<file path="src/logic/mmc_pkg.sv">
// package for the modem mode control block: register map, fields, reset values
// What this block does
// - cold reset output active while bit is 0
// - warm reset bit forces frame sync high
// - select 00: line2 other uart, line3 ours
// - select 01: line2 receive, line3 transmit
// - select 11: line2 from our combined interrupt
// - both lines: tx empty, rx full sources
// - mode bit 6 clear: rx not-empty instead
// - each channel has own interrupt line
// - slot delay bit delays first slot one bit
// - shift direction: 0 msb first, 1 lsb
// - hard reset selects uart mode 00
// - writing uart mode from modem resets channel
// - return to uart mode empties both fifos
package mmc_pkg;
    localparam logic [3:0] MMC_ADDR_CONTROL = 4'h0;
    localparam logic [3:0] MMC_ADDR_STATUS = 4'h4;
    localparam logic [7:0] MMC_CONTROL_RESET = 8'h00;
    localparam int MMC_BIT_COLD_RESET_N = 7;
    localparam int MMC_BIT_WARM_RESET = 6;
    localparam int MMC_POS_DMA_SELECT = 4;
    localparam int MMC_BIT_SLOT_DELAY = 3;
    localparam int MMC_BIT_SHIFT_DIR = 2;
    localparam int MMC_POS_MODE = 0;
    localparam int MMC_RESET_PULSE_CYCLES = 1;

    typedef enum logic [1:0] {
        MMC_MODE_UART,
        MMC_MODE_CODEC8,
        MMC_MODE_CODEC16,
        MMC_MODE_AC97
    } mmc_mode_e;

    typedef struct packed {
        logic coldResetN;
        logic warmReset;
        logic [1:0] dmaSelect;
        logic slotDelay;
        logic shiftDir;
        logic [1:0] mode;
    } mmc_control_s;

    typedef struct packed {
        logic txRxIrq;
        logic rxIrq;
        logic txIrq;
        logic rxFull;
        logic rxNotEmpty;
        logic txEmpty;
    } mmc_events_s;
endpackage

</file>
<file path="src/logic/mmc_dma_route.sv">
// request line routing for the two dma lines and the interrupt lines
module mmc_dma_route (
    // clock and reset
    input wire logic mclk,
    input wire logic reset_n,
    // selection
    input wire logic [1:0] dmaSelect,
    input wire logic rxFullMode,
    // event sources
    input wire logic otherIrq,
    input wire mmc_pkg::mmc_events_s ev,
    // request outputs
    output logic dmaReq2,
    output logic dmaReq3,
    output logic irqOwn,
    output logic irqOther
);
    logic rxCond;

    // rx interrupt condition follows mode register one bit 6
    assign rxCond = rxFullMode ? ev.rxFull : ev.rxNotEmpty;

    always_ff @(posedge mclk or negedge reset_n) begin
        if (!reset_n) begin
            dmaReq2 <= 1'b0;
            dmaReq3 <= 1'b0;
        end else begin
            case (dmaSelect)
                2'h1: begin
                    dmaReq2 <= rxCond;
                    dmaReq3 <= ev.txEmpty;
                end
                2'h3: begin
                    dmaReq2 <= ev.txRxIrq;
                    dmaReq3 <= 1'b0;
                end
                default: begin
                    // 00 and 10 share one route
                    dmaReq2 <= otherIrq;
                    dmaReq3 <= ev.txRxIrq;
                end
            endcase
        end
    end

    always_ff @(posedge mclk or negedge reset_n) begin
        if (!reset_n) begin
            irqOwn <= 1'b0;
            irqOther <= 1'b0;
        end else begin
            irqOwn <= ev.txRxIrq;
            irqOther <= otherIrq;
        end
    end
endmodule // mmc_dma_route

</file>
<file path="src/logic/mmc_modem_ctrl.sv">
// modem mode control register with avalon-mm slave and channel controls
//
// The implementer's own choices: the Avalon-MM slave port and the placing of the registers.
module mmc_modem_ctrl (
    // clock and reset
    input wire logic mclk,
    input wire logic reset_n,
    // avalon-mm slave
    input wire logic [3:0] address,
    input wire logic read,
    input wire logic write,
    input wire logic [31:0] writedata,
    input wire logic [3:0] byteenable,
    output logic [31:0] readdata,
    output logic waitrequest,
    // channel events, same clock
    input wire logic otherIrq,
    input wire mmc_pkg::mmc_events_s ev,
    input wire logic rxFullMode,
    input wire logic frameSyncIn,
    // channel controls
    output mmc_pkg::mmc_control_s control,
    output logic coldResetOut_n,
    output logic frameSyncOut,
    output logic msbFirst,
    output logic slotDelayBits,
    output logic [1:0] modeSel,
    output logic channelReset,
    output logic fifoFlush,
    // request lines
    output logic dmaReq2,
    output logic dmaReq3,
    output logic irqOwn,
    output logic irqOther
);
    mmc_pkg::mmc_control_s control_reg;
    mmc_pkg::mmc_control_s control_next;
    logic accessDone_reg;
    logic writeHit;
    logic backToUart;

    // one wait cycle per access keeps read data registered
    assign writeHit = write && accessDone_reg && address == mmc_pkg::MMC_ADDR_CONTROL && byteenable[0];
    assign backToUart = writeHit && control_reg.mode != 2'(mmc_pkg::MMC_MODE_UART)
        && writedata[mmc_pkg::MMC_POS_MODE +: 2] == 2'(mmc_pkg::MMC_MODE_UART);

    always_comb begin
        control_next = control_reg;
        if (backToUart) begin
            // whole channel restarts, this register included
            control_next = mmc_pkg::MMC_CONTROL_RESET;
        end else if (writeHit) begin
            control_next = writedata[7:0];
        end
    end

    always_ff @(posedge mclk or negedge reset_n) begin
        if (!reset_n) begin
            accessDone_reg <= 1'b0;
            waitrequest <= 1'b1;
        end else begin
            accessDone_reg <= (read || write) && !accessDone_reg;
            waitrequest <= !((read || write) && !accessDone_reg);
        end
    end

    always_ff @(posedge mclk or negedge reset_n) begin
        if (!reset_n) begin
            control_reg <= mmc_pkg::MMC_CONTROL_RESET;
        end else begin
            control_reg <= control_next;
        end
    end

    always_ff @(posedge mclk or negedge reset_n) begin
        if (!reset_n) begin
            readdata <= 32'h0;
        end else if (read && !accessDone_reg) begin
            case (address)
                mmc_pkg::MMC_ADDR_CONTROL: readdata <= {24'h0, control_reg};
                mmc_pkg::MMC_ADDR_STATUS: readdata <= {26'h0, ev};
                default: readdata <= 32'h0;
            endcase
        end
    end

    // channel reset pulse also clears fifo pointers
    always_ff @(posedge mclk or negedge reset_n) begin
        if (!reset_n) begin
            channelReset <= 1'b0;
            fifoFlush <= 1'b0;
        end else begin
            channelReset <= backToUart;
            fifoFlush <= backToUart;
        end
    end

    always_ff @(posedge mclk or negedge reset_n) begin
        if (!reset_n) begin
            control <= mmc_pkg::MMC_CONTROL_RESET;
            coldResetOut_n <= 1'b0;
            frameSyncOut <= 1'b0;
            msbFirst <= 1'b1;
            slotDelayBits <= 1'b0;
            modeSel <= 2'(mmc_pkg::MMC_MODE_UART);
        end else begin
            control <= control_next;
            coldResetOut_n <= control_next.coldResetN;
            frameSyncOut <= control_next.warmReset | frameSyncIn;
            msbFirst <= !control_next.shiftDir;
            slotDelayBits <= control_next.slotDelay;
            modeSel <= control_next.mode;
        end
    end

    mmc_dma_route routeInst (
        .mclk(mclk),
        .reset_n(reset_n),
        .dmaSelect(control_reg.dmaSelect),
        .rxFullMode(rxFullMode),
        .otherIrq(otherIrq),
        .ev(ev),
        .dmaReq2(dmaReq2),
        .dmaReq3(dmaReq3),
        .irqOwn(irqOwn),
        .irqOther(irqOther)
    );
endmodule // mmc_modem_ctrl

</file>
<file path="config.mk">
export PLATFORM = sky130hd
export DESIGN_NAME = mmc_modem_ctrl
export DESIGN_NICKNAME = d
export VERILOG_FILES = /design/src/logic/mmc_pkg.sv /design/src/logic/mmc_dma_route.sv /design/src/logic/mmc_modem_ctrl.sv
export SDC_FILE = /design/constraint.sdc
export NUM_CORES = 1
export LEC_CHECK = 0
export ABC_AREA = 0
export BUFFER_PORTS_ARGS = -buffer_cell sky130_fd_sc_hd__buf_4
export CAP_MARGIN = 20
export CORE_MARGIN = 2
export CORE_UTILIZATION = 35
export CTS_CLUSTER_SIZE = 25
export DETAILED_ROUTE_END_ITERATION = 16
export PLACE_DENSITY = 0.76
export SYNTH_ARGS = -nofsm -noshare
export SYNTH_HDL_FRONTEND = slang
export SYNTH_HIERARCHICAL = 1
export SYNTH_SLANG_ARGS = --single-unit
</file>
<file path="constraint.sdc">
create_clock -name mclk -period 1.35 [get_ports mclk]
set_clock_uncertainty 0.05 [all_clocks]
set_input_delay 0.405 -clock mclk [delete_from_list [all_inputs] [get_ports mclk]]
set_output_delay 0.405 -clock mclk [all_outputs]
set_load 0.01 [all_outputs]
</file>
==> metrics, run 1 <==
initial antenna violation count 0; total iterations of the first detailed-routing run 4; GRT Total Usage about 14%; die width ~65 um; DRC 0; Synth Register Bits 25; Hold Violations, Final 0; Netlist cell types 26; complex-gate fraction of the synthesized area roughly an eighth; Synth area leader dfrtp_1; hold path start otherIrq; global route total overflow 0; Syn Inst Count 127; Net Sw Power around 0.00053 W; Setup Slack @ Placement -486 ps; final non-filler cell area about 0.0019 sq mm; Finished Core Util between 50% and 60%; Synth area leaders dfrtp_1, buf_4, o31ai_1; pin count of the biggest net entering global routing 26; Largest register FFs 8; Leak about 0.97 nW; core area about 0.0036 sq mm; layout cell share with drive strength beyond 1 ~47%; Avg WL per Cell about 12 um; cells on worst reg2reg path 5; largest family of logic cells by synthesized area buffers and inverters; Final WS setup -167 ps; Cell Int Power ~0.0013 W; Switching Share between 20% and 30%; ys async rst share 100%; sequential cell area between 600 and 700 sq um; Synth Flop Type dfrtp_1; die height 65.1 um; Sink Count 25; Routed Wire Length around 2900 um; GP Congestion about 0.76; Max FO, Critical Path 6; Core Rows 22; Post-Synth XOR/XNOR Area 0%; die area 0.00424 sq mm; Synth top cells by count buf_4, dfrtp_1, o31ai_1, nand2_1; # fillers 360; power share of the sequential group roughly 47%; number of enable flip-flop cells after synthesis 0; CP max stage cell or4_4; Post-Layout Cell Count between 200 and 250; DP Wirelength 2120 um; worst min path class in2reg; fin nets roughly 250; Starting Density 36.0%; critical path launch point type input pin; vias in the first global route around 1000; reg2reg setup slack -90 ps; dpl cell area around 0.0017 sq mm; most common cell in the netlist buf_4; Slew Viols, Final 0; Worst path max stage delay approximately 550 ps; first-pass GRT wire length ~4500 um; CTS tree built; Cell Chain, Critical Path buf_6 -> or4_4 -> or2_4 -> mux2_4; Synth top area share between 40% and 50%; combinational power share 28.7%; total power density per cell area approximately 1000 mW/mm^2; status finished with violations; Area Growth Syn to Fin 43.5%; routed via count ~1000; clock buffer depth 2; CP Capture Type flip-flop; RSZ-0062 raised after global routing yes; Inserted Diodes 0; class of the most critical setup path in2reg; adder-cell share of the synthesized area 0%; mux contribution to synthesized area around 7.4%; final worst-path cycle share 112%; Worst-Skew Late Latency 270 ps; Tmin final 1520 ps; RR Endpoint msbFirst; Avg Inst Size Synth roughly 10 sq um; dpl cells about 230; upper clock frequency limit 659 MHz; simple-gate share of the synthesized area 10.1%; Worst Hold Path Cells 1; Req. time, crit path about 1500 ps; r2r startpoint control[1]; clock power share 24.1%; Starting DRT DRC Count 72; Final ANT Viol Nets 0; final setup fails 16; I/O Pins about 110; failing checks setup timing; Hold EP routeInst/irqOther; clock-pin slew on the worst setup and hold paths approximately 90 ps; TritonCTS Buffers 3; port buffer count 54; critical path arrival 1630 ps; Final Total Pwr ~0.0018 W; post-synthesis sequential area ratio 48.1%; DR vias/cell 4.31; warnings from Yosys 6; max cap viols 0; Root Driver clkbuf_8; H-tree Lvls 1; synthesized area 0.00131 sq mm; footprint of the multi-input gates 534 sq um; Worst IR Drop VDD 0.000419 V
==> cell type report <==
| class | instances | share of cell area (%) |
|---|---|---|
| clock buffer | 3 | 2.20 |
| timing repair buffer | 70 | 30.4 |
| tap | 48 | 3.20 |
| clock inverter | 1 | 0.401 |
| multi-input combinational | 83 | 28.5 |
| sequential | 25 | 33.5 |
| inverter | 9 | 1.80 |
==> metrics by stage <==
stage	TNS, ps	hold WS, ps
after floorplan	-3800	59.4
after global placement	-5420	273
after detailed placement	-5770	271
after CTS	-1740	192
after global routing	-1690	185
final	-1240	195
==> routing by layer <==
metal,up-vias,part of all wire (%),track usage (%)
met5,-,0,0
met4,0,1.4,6.51
met3,4,7.5,2.91
met2,43,51,22.3
met1,478,40,17.3
li1,504,-,-
==> power by group through the flow <==
| stage | Sequential (W) | Clock [W] | Combinational, W |
|---|---|---|---|
| after floorplan | 0.000909 | 0 | 0.000236 |
| after global placement | 0.000879 | 0 | 0.000451 |
| after detailed placement | 0.000880 | 0 | 0.000457 |
| after CTS | 0.000868 | 0.000451 | 0.000505 |
| after global routing | 0.000878 | 0.000485 | 0.000577 |
| final | 0.000869 | 0.000443 | 0.000529 |
==> cell usage in the layout, fill, tap and decap left out, drive strengths merged <==
cell and instances:
inv 9, clkbuf 3, buf 69, nand2b 3, nand3b 1, dfrtp 23, or4 1, mux2i 7
nand2 10, dlygate4sd3 1, nand3 2, nor4 2, o311ai 1, or3 1, o211ai 1, or2 3
nor3 1, o21ai 9, nor2 2, conb 24, dfstp 2, o31ai 12, clkinvlp 1, mux2 2
o31a 1
==> repair_timing <==
item	4_1_cts	5_1_grt
pin swaps	2	3
resized for setup	11	12
hold buffers	1	0
setup endpoints to repair	17	18
endpoints found under the hold margin	23	0
cloned	1	0
setup buffers	3	2
==> worst max-delay path: cells and delay by family <==
family / cells / cell delay (ps)
simple gates: 2 / 840
buf+inv: 1 / 90
mux: 1 / 300
==> worst max path at each step <==
| stage | cells after the start | from | to |
|---|---|---|---|
| after CTS | 4 | address[2] | control[1] |
| after global routing | 5 | address[1] | control[5] |
| after global placement | 4 | address[1] | control[1] |
| after floorplan | 5 | address[2] | control[1] |
| after detailed placement | 4 | address[1] | control[1] |
| final | 4 | address[1] | control[1] |
==> cells by family (layout without fill, tap and decap cells) <==
| kind of cell | Yosys count | in the layout |
|---|---|---|
| buf+inv | 43 | 83 |
| flops | 25 | 25 |
| simple gates | 25 | 26 |
| compound gates | 24 | 24 |
| mux | 9 | 9 |
| other cells | 1 | 24 |
Note: power is estimated with default switching activity, not from simulation.
==> inputs of run 2 (changes only) <==
--- a/config.mk
+++ b/config.mk
@@ -6,13 +6,13 @@
 export NUM_CORES = 1
 export LEC_CHECK = 0
 export ABC_AREA = 0
-export BUFFER_PORTS_ARGS = -buffer_cell sky130_fd_sc_hd__buf_4
 export CAP_MARGIN = 20
 export CORE_MARGIN = 2
-export CORE_UTILIZATION = 35
+export CORE_UTILIZATION = 52
 export CTS_CLUSTER_SIZE = 25
 export DETAILED_ROUTE_END_ITERATION = 16
-export PLACE_DENSITY = 0.76
+export DONT_BUFFER_PORTS = 1
+export PLACE_DENSITY = 0.7
 export SYNTH_ARGS = -nofsm -noshare
 export SYNTH_HDL_FRONTEND = slang
 export SYNTH_HIERARCHICAL = 1
==> run 2 against run 1 <==
Compared with the run above:
- the run still ends with setup timing left
- via count shrank 22%
- largest cell class unchanged
- core utilization grew 2.1 points
- total power fell by 20%
- sequential power up 4.9%
- highest routed layer is now met3
- fmax increased by 9.4%
- register-to-register slack better by 160 ps
- sequential share of layout area up 15 points
- wire length fell by 16%
- cell count fell by 35%
==> metrics, run 2 (synthesis gave the netlist of run 1 again) <==
clock-pin slew on the worst setup and hold paths 120 ps (+30 ps); Worst-Skew Late Latency 310 ps (+40 ps); GRT Total Usage 17.2% (+3.5 points); Avg WL per Cell 15.4 um (+29%); dpl cells 150 (-34%); Hold Violations, Final 0 (unchanged); power share of the sequential group 61.9% (+15 points); Req. time, crit path 1510 ps (+50 ps); setup bufs post-CTS 0 (-3); DR vias/cell 5.17 (+20%); Max FO, Critical Path 11 (+5); failing checks setup timing; Routed Wire Length 2410 um (-16%); fin nets 180 (-27%); DRC 0 (unchanged); vias in the first global route 745 (-24%); Final ANT Viol Nets 0 (unchanged); RSZ-0062 raised after global routing yes; layout cell share with drive strength beyond 1 17.5% (-29 points); Inserted Diodes 0 (unchanged); total power density per cell area 1130 mW/mm^2 (+15%); CP Capture Type flip-flop; die height 54.1 um (-17%); pin count of the biggest net entering global routing 26 (unchanged); final setup fails 3 (-13); critical path launch point type input pin; worst min path class in2reg; Slew Viols, Final 0 (unchanged); DP Wirelength 1770 um (-16%); max cap viols 0 (unchanged); reg2reg setup slack 70 ps (+160 ps); total iterations of the first detailed-routing run 4 (unchanged); Cell Int Power 0.00103 W (-21%); Final WS setup -36.6 ps (+131 ps); Sink Count 25 (unchanged); Root Driver clkbuf_4; combinational power share 16.3% (-12 points); commonest non-fill, non-tap cell in the layout conb_1; RR Endpoint control[1]; routed via count 806 (-22%); Starting DRT DRC Count 15 (-79%); Tmin final 1390 ps (-131 ps); Starting Density 53.7% (+18 points); GP Congestion 0.736 (-2.6%); TritonCTS Buffers 3 (unchanged); H-tree Lvls 1 (unchanged); Setup Slack @ Placement -351 ps (+135 ps); Hold EP routeInst/irqOwn; class of the most critical setup path in2reg; Largest register FFs 8 (unchanged); Worst Hold Path Cells 0 (-1); I/O Pins 106 (unchanged); r2r startpoint accessDone_reg; first-pass GRT wire length 3560 um (-20%); final worst-path cycle share 103% (-9.7 points); Core Rows 18 (-18%); status finished with violations; Worst IR Drop VDD 0.000735 V (+75%); CTS tree built; clock power share 21.8% (-2.3 points); Net Sw Power 0.000441 W (-16%); Switching Share 29.9% (+1.3 points); port buffer count 0 (-100%); Post-Layout Cell Count 156 (-35%); cells on worst reg2reg path 3 (-2); hold path start ev[5]; clock buffer depth 2 (unchanged); upper clock frequency limit 721 MHz (+9.4%); die area 0.00293 sq mm (-31%); most frequent cells in the layout conb_1, dfrtp_1, o31ai_1, nand2_1, inv_1; global route total overflow 0 (unchanged); critical path arrival 1550 ps (-80 ps); Leak 0.629 nW (-35%); Area Growth Syn to Fin -0.0959%; core area 0.00243 sq mm (-33%); die width 54.1 um (-17%); initial antenna violation count 0 (unchanged)
[run 2: cell types whose count changed in the layout (fill, tap and decap cells not counted), moves of 3 or more]
cell,previous run,this run
buf_4,58,2
buf_6,11,2
clkbuf_4,0,3
clkbuf_8,3,0
[run 2: stage by stage]
stage / hold WS (ps) / instance area (sq um) / power [W] / utilization, % / setup TNS, ps
after detailed placement: 59.9 / 1210 / 0.00112 / 49.7 / -3240
after floorplan: 59.4 / 1400 / 0.00114 / - / -3800
final: 58.0 / 1310 / 0.00147 / 53.7 / -72.0
after global placement: 60.0 / 1210 / 0.00111 / 49.7 / -3140
after CTS: 41.3 / 1270 / 0.00147 / 52.4 / -12.1
after global routing: 23.0 / 1310 / 0.00156 / 53.7 / -150
[run 2: area by class of cell]
cell class,instances,area [sq um]
flip-flops and latches,25,629
well taps,30,37.5
clock buffers,4,26.3
multi-input cells,82,510
inverters,9,33.8
fillers,218,1130
repair buffers,6,67.6
[run 2: routing by layer]
layer,GRT usage (%),wire length [um],vias to the layer above
met3,7.50,247,0
met4,2.50,0,0
met5,0,0,-
met1,21.1,990,387
met2,28.5,1170,41
li1,-,-,378
[run 2: how the worst max path moves through the flow]
stage               slack (ps)  cells after the start  startpoint    endpoint
finish                     -40                      3  address[1]  control[1]
global route               -30                      1  control[0]  modeSel[0]
CTS                        -10                      3  address[1]  control[1]
detailed placement        -350                      3  address[1]  control[1]
global placement          -360                      3  address[1]  control[1]
floorplan                 -450                      5  address[2]  control[1]
[run 2: worst max-delay path, stage by stage]
cell and delay (ps):
or4_4 520, or2_4 310, mux2_4 310
[run 2: power groups by stage]
stage	clock [W]	sequential (W)	combinational (W)
floorplan	0	0.000909	0.000236
finish	0.000321	0.000912	0.000240
detailed placement	0	0.000925	0.000195
global placement	0	0.000921	0.000189
CTS	0.000337	0.000911	0.000225
global route	0.000366	0.000923	0.000272
[run 2: timing repair]
| item | 4_1_cts | 5_1_grt |
|---|---|---|
| resized for setup | 2 | 9 |
| gates cloned | 0 | 0 |
| endpoints found under the setup margin | 11 | 18 |
| hold buffers | 2 | 0 |
| endpoints found under the hold margin | 25 | 0 |
| pin swaps | 0 | 0 |
